[src/design/pic_pkg.sv]
// Purpose: shared constants and types of the eight-input interrupt controller
// Assumes: byte-wide host bus, all fields in the low byte
// Notes:   bit positions name command word fields
package pic_pkg;
   // command word field positions
   localparam int INIT_FLAG_BIT   = 4;   // set with port_select low: first init word
   localparam int MODE_READ_SELECT_WORD_FLAG_BIT   = 3;   // set: mode_read_select_word
   localparam int INTERVAL4_BIT   = 2;   // interval_select: 1 = 4 byte spacing
   localparam int SINGLE_BIT      = 1;   // single_flag: no cascade_slave_map word
   localparam int ADDR_HI_LSB     = 5;   // vector address bits 7..5 in init_word_one
   localparam int ROTATE_BIT      = 7;
   localparam int SPECIFIC_BIT    = 6;
   localparam int SERVICE_END_BIT = 5;
   localparam int ESMM_BIT        = 6;
   localparam int SMM_BIT         = 5;
   localparam int ERIS_BIT        = 1;
   localparam int SLAVE_ID_MSB    = 2;

   // values
   localparam logic [7:0] CALL_OPCODE  = 8'hCD;
   localparam logic [7:0] ALL_CLEAR    = 8'h00;
   localparam logic [7:0] ALL_SET      = 8'hFF;
   localparam logic [2:0] LOWEST_LEVEL = 3'h7;  // bottom priority after init
   localparam logic [1:0] PHASE_OPCODE = 2'h0;
   localparam logic [1:0] PHASE_LOW    = 2'h1;
   localparam logic [1:0] PHASE_HIGH   = 2'h2;

   typedef enum logic [2:0] {
      ST_READY = 3'b001,
      ST_VEC   = 3'b010,
      ST_CASC  = 3'b100
   } init_state_t;

   // one-hot bit of a level
   function automatic logic [7:0] level_bit(input logic [2:0] lvl);
      level_bit = 8'h01 << lvl;
   endfunction : level_bit
endpackage : pic_pkg

[src/design/resolve_if.sv]
// Purpose: carries request and service vectors to the priority resolver
// Assumes: purely combinational exchange
// Notes:   levels are absolute request line numbers
`timescale 1ns/1ps
interface resolve_if;
   logic [7:0] req_bits;   // eligible pending requests
   logic [7:0] srv_bits;   // in-service bits
   logic [7:0] inh_bits;   // in-service bits that inhibit
   logic [2:0] bottom;     // bottom priority level
   logic       req_any;
   logic [2:0] req_level;
   logic       srv_any;
   logic [2:0] srv_level;
   logic       int_want;

   modport pick (input req_bits, srv_bits, inh_bits, bottom,
                 output req_any, req_level, srv_any, srv_level, int_want);
   modport user (output req_bits, srv_bits, inh_bits, bottom,
                 input req_any, req_level, srv_any, srv_level, int_want);
endinterface : resolve_if

[src/design/priority_interrupt_init_rotate.sv]
// Purpose: eight-input priority interrupt controller, init sequence and rotation
// Assumes: all pins synchronous to mclk; strobes wider than one clock
// Notes:   status reads and polling are not part of this block
`timescale 1ns/1ps
// Function
// - write with port_select low and bit 4 set starts initialization
// - init clears edge detectors; request needs a fresh rising edge
// - init clears every mask bit
// - init restores fixed order: level 0 highest, level 7 lowest
// - init clears special masking and status read select
// - interval_select picks 4 or 8 byte vector spacing
// - single_flag set means no cascade_slave_map word follows
// - 4-byte low vector: address 7..5, level in 4..2, zeros below
// - 8-byte low vector: address 7..6, level in 5..3, zeros below
// - device inserts low bits; vector_high_byte supplies high byte
// - acknowledges give opcode, then low byte, then high byte
// - master: cascaded inputs get opcode only plus id on cascade lines
// - slave drives bytes two and three only when cascade id matches
// - each request masked by its own bit of mask_write_word
// - masked in-service level still inhibits lower ones unless special masking is set
// - acknowledge picks highest pending, sets its in-service bit
// - in-service blocks lower priorities, higher ones still interrupt
// - rotate with end flag clears highest in-service, makes it lowest
// - rotate with specific flag makes level_code bottom priority
// - specific rotate with end flag also clears in-service at level_code
// - non-specific end clears highest set in-service bit
module priority_interrupt_init_rotate (
   input  wire  logic       mclk,
   input  wire  logic       rst_n,
   input  wire  logic       cs_n,
   input  wire  logic       wr_n,
   input  wire  logic       port_select,
   input  wire  logic [7:0] data_in,
   output       logic [7:0] data_out_r,
   output       logic       data_oe_r,
   input  wire  logic       acknowledge_strobe_n,
   input  wire  logic [7:0] request_lines,
   output       logic       interrupt_r,
   input  wire  logic       master_sel,
   input  wire  logic [2:0] cascade_id_lines_in,
   output       logic [2:0] cascade_id_lines_out_r,
   output       logic       cascade_id_lines_oe_r
);
   pic_pkg::init_state_t state_r;
   pic_pkg::init_state_t state_nxt;
   logic [2:0] addr_hi_r;       // vector address bits 7..5
   logic       interval4_r;
   logic       single_r;
   logic [7:0] vector_high_byte_r;
   logic [7:0] cascade_slave_map_r;
   logic [7:0] mask_bits_r;
   logic [7:0] pending_request_bits_r;
   logic [7:0] in_service_bits_r;
   logic [7:0] edge_prev_r;
   logic [2:0] bottom_r;
   logic       special_masking_r;
   logic       read_select_r;
   logic       wr_prev_r;
   logic       ack_prev_r;
   logic [1:0] ack_cnt_r;
   logic [2:0] ack_level_r;
   logic       ack_casc_r;

   resolve_if rif ();
   priority_pick u_pick (.rif(rif));

   // write strobe decode
   wire       wr_take  = wr_prev_r & ~wr_n & ~cs_n;
   wire       init_wr  = wr_take & ~port_select & data_in[pic_pkg::INIT_FLAG_BIT];
   wire       ready    = (state_r == pic_pkg::ST_READY);
   wire       ctl_wr   = wr_take & ~port_select & ~data_in[pic_pkg::INIT_FLAG_BIT] & ready;
   wire       service_end_rotate_word_wr  = ctl_wr & ~data_in[pic_pkg::MODE_READ_SELECT_WORD_FLAG_BIT];
   wire       mode_read_select_word_wr  = ctl_wr & data_in[pic_pkg::MODE_READ_SELECT_WORD_FLAG_BIT];
   wire       hi_wr    = wr_take & port_select;
   wire       mask_wr  = hi_wr & ready;
   wire       rot_f    = data_in[pic_pkg::ROTATE_BIT];
   wire       spec_f   = data_in[pic_pkg::SPECIFIC_BIT];
   wire       end_f    = data_in[pic_pkg::SERVICE_END_BIT];
   wire [2:0] level_code = data_in[2:0];

   // acknowledge decode
   wire       ack_fall  = ack_prev_r & ~acknowledge_strobe_n;
   wire       first_ack = ack_fall & (ack_cnt_r == pic_pkg::PHASE_OPCODE);
   wire [2:0] pick_lvl  = rif.req_any ? rif.req_level : pic_pkg::LOWEST_LEVEL;
   wire       casc_hit  = master_sel & ~single_r & cascade_slave_map_r[pick_lvl];
   wire       id_match  = cascade_id_lines_in == cascade_slave_map_r[pic_pkg::SLAVE_ID_MSB:0];

   // resolver inputs; special masking lets masked in-service levels stop inhibiting
   assign rif.req_bits = pending_request_bits_r & ~mask_bits_r;
   assign rif.srv_bits = in_service_bits_r;
   assign rif.inh_bits = in_service_bits_r & ~(special_masking_r ? mask_bits_r : pic_pkg::ALL_CLEAR);
   assign rif.bottom   = bottom_r;

   // end-of-service clear; non-specific forms take the highest set bit
   wire [7:0] hi_srv  = rif.srv_any ? pic_pkg::level_bit(rif.srv_level) : pic_pkg::ALL_CLEAR;
   wire [7:0] eoi_clr = ~(service_end_rotate_word_wr & end_f) ? pic_pkg::ALL_CLEAR :
                        spec_f ? pic_pkg::level_bit(level_code) : hi_srv;
   wire       rot_auto = service_end_rotate_word_wr & rot_f & ~spec_f & end_f & rif.srv_any;
   wire       rot_spec = service_end_rotate_word_wr & rot_f & spec_f;
   wire [7:0] ack_set  = first_ack ? pic_pkg::level_bit(pick_lvl) : pic_pkg::ALL_CLEAR;
   wire [7:0] ack_clr  = first_ack & rif.req_any ? ack_set : pic_pkg::ALL_CLEAR;
   wire [7:0] req_edge = request_lines & ~edge_prev_r;

   // vector bytes
   wire [7:0] low4  = {addr_hi_r, ack_level_r, 2'h0};
   wire [7:0] low8  = {addr_hi_r[2:1], ack_level_r, 3'h0};
   wire [7:0] low_byte = interval4_r ? low4 : low8;
   wire [7:0] byte_sel = (ack_cnt_r == pic_pkg::PHASE_OPCODE) ? pic_pkg::CALL_OPCODE :
                         (ack_cnt_r == pic_pkg::PHASE_LOW)    ? low_byte : vector_high_byte_r;
   wire       drive_sel = (ack_cnt_r == pic_pkg::PHASE_OPCODE) ? master_sel :
                          master_sel ? ~ack_casc_r : id_match;

   // init word sequencer
   always_comb begin
      state_nxt = state_r;
      case (state_r)
         pic_pkg::ST_READY: state_nxt = state_r;
         pic_pkg::ST_VEC:   if (hi_wr) state_nxt = single_r ? pic_pkg::ST_READY : pic_pkg::ST_CASC;
         pic_pkg::ST_CASC:  if (hi_wr) state_nxt = pic_pkg::ST_READY;
         default:           state_nxt = pic_pkg::ST_READY;
      endcase
      if (init_wr) state_nxt = pic_pkg::ST_VEC;
   end

   always_ff @(posedge mclk or negedge rst_n) begin
      if (!rst_n) begin
         state_r <= pic_pkg::ST_READY;
      end else begin
         state_r <= state_nxt;
      end
   end

   // init word one fields and the two later init words
   always_ff @(posedge mclk or negedge rst_n) begin
      if (!rst_n) begin
         addr_hi_r           <= 3'h0;
         interval4_r         <= 1'b0;
         single_r            <= 1'b1;
         vector_high_byte_r  <= pic_pkg::ALL_CLEAR;
         cascade_slave_map_r <= pic_pkg::ALL_CLEAR;
      end else begin
         if (init_wr) begin
            addr_hi_r   <= data_in[7:pic_pkg::ADDR_HI_LSB];
            interval4_r <= data_in[pic_pkg::INTERVAL4_BIT];
            single_r    <= data_in[pic_pkg::SINGLE_BIT];
         end
         if (hi_wr && state_r == pic_pkg::ST_VEC) vector_high_byte_r <= data_in;
         if (hi_wr && state_r == pic_pkg::ST_CASC) cascade_slave_map_r <= data_in;
      end
   end

   // mask, priority and mode flags; init overrides any command in the same write
   always_ff @(posedge mclk or negedge rst_n) begin
      if (!rst_n) begin
         mask_bits_r       <= pic_pkg::ALL_CLEAR;
         bottom_r          <= pic_pkg::LOWEST_LEVEL;
         special_masking_r <= 1'b0;
         read_select_r     <= 1'b0;
      end else if (init_wr) begin
         mask_bits_r       <= pic_pkg::ALL_CLEAR;
         bottom_r          <= pic_pkg::LOWEST_LEVEL;
         special_masking_r <= 1'b0;
         read_select_r     <= 1'b0;
      end else begin
         if (mask_wr) mask_bits_r <= data_in;
         if (rot_auto) bottom_r <= rif.srv_level;
         else if (rot_spec) bottom_r <= level_code;
         if (mode_read_select_word_wr && data_in[pic_pkg::ESMM_BIT])
            special_masking_r <= data_in[pic_pkg::SMM_BIT];
         if (mode_read_select_word_wr && data_in[pic_pkg::ERIS_BIT])
            read_select_r <= data_in[0];
      end
   end

   // request and service bits; a new edge wins over the acknowledge clear
   always_ff @(posedge mclk or negedge rst_n) begin
      if (!rst_n) begin
         edge_prev_r            <= pic_pkg::ALL_SET;
         pending_request_bits_r <= pic_pkg::ALL_CLEAR;
         in_service_bits_r      <= pic_pkg::ALL_CLEAR;
      end else begin
         edge_prev_r            <= init_wr ? pic_pkg::ALL_SET : request_lines;
         pending_request_bits_r <= init_wr ? pic_pkg::ALL_CLEAR
                                   : (pending_request_bits_r & ~ack_clr) | req_edge;
         in_service_bits_r      <= (in_service_bits_r & ~eoi_clr) | ack_set;
      end
   end

   // strobe history and acknowledge counting; init restarts the count
   always_ff @(posedge mclk or negedge rst_n) begin
      if (!rst_n) begin
         wr_prev_r   <= 1'b1;
         ack_prev_r  <= 1'b1;
         ack_cnt_r   <= pic_pkg::PHASE_OPCODE;
         ack_level_r <= 3'h0;
         ack_casc_r  <= 1'b0;
      end else begin
         wr_prev_r  <= wr_n | cs_n;
         ack_prev_r <= acknowledge_strobe_n;
         if (init_wr) ack_cnt_r <= pic_pkg::PHASE_OPCODE;
         else if (ack_fall)
            ack_cnt_r <= (ack_cnt_r == pic_pkg::PHASE_HIGH) ? pic_pkg::PHASE_OPCODE
                         : 2'(ack_cnt_r + 2'h1);
         if (first_ack) begin
            ack_level_r <= pick_lvl;
            ack_casc_r  <= casc_hit;
         end
      end
   end

   // bus and cascade drivers; bus released once the strobe goes high, cascade lines only after the third pulse
   always_ff @(posedge mclk or negedge rst_n) begin
      if (!rst_n) begin
         data_out_r             <= pic_pkg::ALL_CLEAR;
         data_oe_r              <= 1'b0;
         cascade_id_lines_out_r <= 3'h0;
         cascade_id_lines_oe_r  <= 1'b0;
         interrupt_r            <= 1'b0;
      end else begin
         interrupt_r <= rif.int_want;
         if (ack_fall) begin
            data_out_r <= byte_sel;
            data_oe_r  <= drive_sel;
         end else if (acknowledge_strobe_n) begin
            data_oe_r  <= 1'b0;
         end
         if (first_ack) begin
            cascade_id_lines_out_r <= pick_lvl;
            cascade_id_lines_oe_r  <= casc_hit;
         end else if (ack_cnt_r == pic_pkg::PHASE_OPCODE && acknowledge_strobe_n) begin
            cascade_id_lines_oe_r  <= 1'b0;
         end
      end
   end
endmodule : priority_interrupt_init_rotate

[src/design/priority_pick.sv]
// Purpose: rotating priority resolver
// Assumes: rank 0 is the level just above bottom
// Notes:   vectors are rotated so a plain first-set search gives priority
`timescale 1ns/1ps
module priority_pick (
   resolve_if.pick rif
);
   logic [7:0] rot_req;
   logic [7:0] rot_srv;
   logic [7:0] rot_inh;
   logic [3:0] req_hit;
   logic [3:0] srv_hit;
   logic [3:0] inh_hit;

   // lowest set index with a found flag on top
   function automatic logic [3:0] first_set(input logic [7:0] v);
      logic [3:0] r;
      r = 4'h0;
      for (int i = 7; i >= 0; i--) begin
         if (v[i]) r = {1'b1, 3'(i)};
      end
      return r;
   endfunction : first_set

   // rank g holds the level bottom+1+g, wrapping 7 to 0
   genvar g;
   for (g = 0; g < 8; g++) begin : g_rot
      wire [2:0] lvl = 3'(rif.bottom + 3'(g) + 3'h1);
      assign rot_req[g] = rif.req_bits[lvl];
      assign rot_srv[g] = rif.srv_bits[lvl];
      assign rot_inh[g] = rif.inh_bits[lvl];
   end

   assign req_hit = first_set(rot_req);
   assign srv_hit = first_set(rot_srv);
   assign inh_hit = first_set(rot_inh);

   assign rif.req_any   = req_hit[3];
   assign rif.req_level = 3'(rif.bottom + req_hit[2:0] + 3'h1);
   assign rif.srv_any   = srv_hit[3];
   assign rif.srv_level = 3'(rif.bottom + srv_hit[2:0] + 3'h1);
   // a request only beats strictly higher ranks of in-service levels
   assign rif.int_want  = req_hit[3] && (!inh_hit[3] || req_hit[2:0] < inh_hit[2:0]);
endmodule : priority_pick

[config.mk]
export PLATFORM = sky130hd
export DESIGN_NAME = priority_interrupt_init_rotate
export DESIGN_NICKNAME = d
export VERILOG_FILES = /design/src/design/pic_pkg.sv /design/src/design/resolve_if.sv /design/src/design/priority_interrupt_init_rotate.sv /design/src/design/priority_pick.sv
export SDC_FILE = /design/constraint.sdc
export NUM_CORES = 1
export LEC_CHECK = 0
export ABC_CLOCK_PERIOD_IN_PS = 4600
export BUFFER_PORTS_ARGS = -buffer_cell sky130_fd_sc_hd__buf_4
export CAP_MARGIN = 20
export CORE_MARGIN = 2
export CORE_UTILIZATION = 31
export CTS_CLUSTER_DIAMETER = 30
export DETAILED_ROUTE_END_ITERATION = 10
export PLACE_DENSITY = 0.44
export SETUP_SLACK_MARGIN = 0.02
export SLEW_MARGIN = 10
export SYNTH_ARGS = -nofsm -noshare
export SYNTH_HDL_FRONTEND = slang
export SYNTH_SLANG_ARGS = --single-unit
[constraint.sdc]
create_clock -name mclk -period 4.6 [get_ports mclk]
set_input_delay 0.92 -clock mclk [delete_from_list [all_inputs] [get_ports mclk]]
set_output_delay 0.92 -clock mclk [all_outputs]
set_load 0.02 [all_outputs]
==> flow_metrics.env <==
export IMPL_status="finished clean"
export IMPL_gr_total_overflow=0
export IMPL_finalCriticalPeriod_ns=4.290
export IMPL_grt_max_degree=80
export IMPL_numPortBuffers=39
export IMPL_grt_pass1_vias=4386
export IMPL_vdd_ir_drop_max_uv=313.0
export IMPL_netlist_instances=520
export IMPL_drive_gt1_share_pct=27.89
export IMPL_p_leak_uw=0.002683
export IMPL_grt_pass1_wl_um=24760
export IMPL_detail_route_antenna_nets=0
export IMPL_drtPass1Iterations=5
export IMPL_ios=40
export IMPL_core_um2=16700
export IMPL_p_per_area_nw_per_um2=650.7
export IMPL_finalPower_uw=4093
export IMPL_synth_area_um2=5335
export IMPL_synth_nets=555
export IMPL_antenna_cells=0
export IMPL_required_ns=4.80
export IMPL_layout_commonest_cell="dfrtp_1"
export IMPL_start_util_pct=31.94
export IMPL_ys_seq_area_share_pct=37.41
export IMPL_synth_top_area_share_pct=30.02
export IMPL_clkLatencyLatePin_ns=0.33
export IMPL_synthTopCellsByArea="dfrtp_1 (30%), mux4_2 (11%), dfstp_2 (7.4%), mux2i_1 (6.8%), mux2_2 (5.1%)"
export IMPL_ys_async_sr_fraction_pct=100.0
export IMPL_synth_edff_count=0
export IMPL_final_cell_mix="dfrtp_1 (64), buf_4 (61), nand2_1 (54)"
export IMPL_cp_startpoint="bottom_r[0]"
export IMPL_cp_arrival_ns=4.49
export IMPL_cts_inserted_buffers=9
export IMPL_fin_crit_sh_pct=93.26
export IMPL_setup_tns_ns=0
export IMPL_routed_wl_um=15430
export IMPL_ys_warn_count=0
export IMPL_cts_tree="yes"
export IMPL_ys_ff_latch=79
export IMPL_fmax_mhz=233.1
export IMPL_clockRootBuffer="clkbuf_16"
export IMPL_die_width_um=135.2
export IMPL_fin_skew_ns=0.006118
export IMPL_post_dp_hpwl_um=11600
export IMPL_final_area_um2=6291
export IMPL_rows=47
export IMPL_fillers=1721
export IMPL_cts_htree_levels=3
export IMPL_dpl_instance_area_um2=5922
export IMPL_die_area_um2=18280
export IMPL_detailroute_via_count=4323
export IMPL_clkTransAtPathRegs_ns=0.06
export IMPL_syn_area_per_cell_um2=10.26
export IMPL_worst_setup_path_type="flop to flop"
export IMPL_finalSetupViolCount=0
export IMPL_cp_max_fo=4
export IMPL_finish_utilization_pct=37.67
export IMPL_drcViolationCount=0
export IMPL_cts_sinks=79
export IMPL_relSlewSlack_pct=49.76
export IMPL_slew_violations=0
export IMPL_die_h_um=135.2
export IMPL_hp_class="primary input to asynchronous set/reset pin"
export IMPL_syn2layout_area_growth_pct=17.92
export IMPL_wire_per_inst_um=19.53
export IMPL_worst_setup_path_start_kind="flop"
export IMPL_synth_flop_cell="dfrtp_1"
export IMPL_rsz0062_at_grt="no"
export IMPL_final_nets=600
export IMPL_grtUsageTotal_pct=17.61
export IMPL_antenna_found_initial=0
export IMPL_synth_top_area_cell="dfrtp_1"
export IMPL_hold_violations=0
export IMPL_ys_types=64
export IMPL_post_drt_via_cell_ratio=5.472
export IMPL_cts_path_max_buffers=2
export IMPL_r2r_start="bottom_r[0]"
export IMPL_endpoint_kind="flop"
export IMPL_cap_violations=0
export IMPL_gp_congestion=0.9019
export IMPL_drt_iter0_drc=200
export IMPL_max_slew_worst_pin_slew_ns=0.7517
-- registers in the layout (all words and copies together) (netlist names), 2 cells and up --
signal                  flops
in_service_bits_r           8
mask_bits_r                 8
data_out_r                  8
pending_request_bits_r      8
addr_hi_r                   3
bottom_r                    3
vector_high_byte_r          8
cascade_id_lines_out_r      3
edge_prev_r                 8
state_r                     3
ack_cnt_r                   2
cascade_slave_map_r         8
-- synthesized netlist by cell type (3+ instances only) --
library cell	number
buf_6	3
nand2_1	54
o31ai_1	8
ha_1	7
o22ai_1	9
xor2_1	7
or3_1	4
nor2_1	39
nand2b_1	37
nor4_1	3
buf_2	3
mux2i_1	36
clkbuf_1	19
o21ai_0	31
mux4_2	27
a21oi_1	22
nor4b_1	4
a31oi_1	3
a21boi_0	8
nor3_1	8
mux2_2	24
nor3b_1	4
dfstp_2	15
a22o_1	7
o41ai_1	3
inv_1	10
dfrtp_1	64
and3_1	4
nand3_1	11
-- worst paths after layout --
kind                                        end  slack [ns]  depth (start not counted)
max                        in_service_bits_r[2]        0.31                         15
min                               data_out_r[7]        0.45                          1
max reg2reg                in_service_bits_r[2]        0.31                         15
min reg2reg                        addr_hi_r[0]        0.49                          2
max in group asynchronous        edge_prev_r[4]        3.51                          2
min in group mclk                  addr_hi_r[0]        0.49                          2
-- through the flow --
stage / hold WS, ns / setup WS [ns] / std cells
2_1_floorplan: 0.4454 / 0.02112 / 520
3_3_place_gp: 0.4605 / 0.2730 / 772
3_5_place_dp: 0.4669 / 0.1941 / 772
4_1_cts: 0.4825 / 0.1879 / 788
5_1_grt: 0.4473 / 0.05921 / 790
6_report: 0.4461 / 0.3101 / 790
-- worst max-delay path, cell delays in order, from the launching register on --
cell	delay (ns)
dfstp_2	0.58
clkinvlp_4	0.15
ha_4	0.32
mux4_2	0.55
mux2i_1	0.19
and3_1	0.19
o21ai_0	0.08
a31oi_1	0.21
o22ai_1	0.12
ha_1	0.21
fa_1	0.45
xnor2_2	0.25
o21ai_0	0.12
mux2_2	0.33
nor3_1	0.25
o32ai_1	0.14
-- layout make-up --
class,instances,area (um2),area share (%)
multi-input combinational,401,3186,50.64
clock buffer,11,242.7,3.858
inverter,12,48.80,0.7757
sequential,79,1996,31.72
timing repair buffer,62,485.5,7.717
clock inverter,5,57.56,0.9149
tap,220,275.3,4.375
-- cells by family (layout without fill, tap and decap cells) --
family / count (synthesis) / count (layout) / share of synthesized area (%)
AO/OA/AOI/OAI: 112 / 112 / 13.63
AND/OR/NAND/NOR: 181 / 181 / 17.40
buffers and inverters: 40 / 90 / 3.447
adder cells (fa/ha/maj): 9 / 9 / 2.392
multiplexers: 88 / 88 / 23.50
XOR/XNOR: 11 / 11 / 2.228
flip-flops: 79 / 79 / 37.41
-- report_power, final --
part	leakage, uW	total [uW]	switching, uW	internal [uW]
Combinational	0.00159	2360	1300	1060
Clock	0.000138	726	291	435
Sequential	0.000959	1000	159	844
-- per-layer routing --
layer / up-vias / global-route usage (%) / routed length (um)
li1: 2008 / - / -
met1: 2179 / 24.74 / 7273
met2: 122 / 28.57 / 7315
met3: 14 / 2.357 / 659
met4: 0 / 5.093 / 182
met5: - / 0 / 0
-- timing repair --
action / 4_1_cts / 5_1_grt
gates resized for setup: 0 / 6
hold buffers: 0 / 0
setup buffers: 0 / 1
endpoints found under the setup margin: 0 / 14
Note: power is estimated with default switching activity, not from simulation.
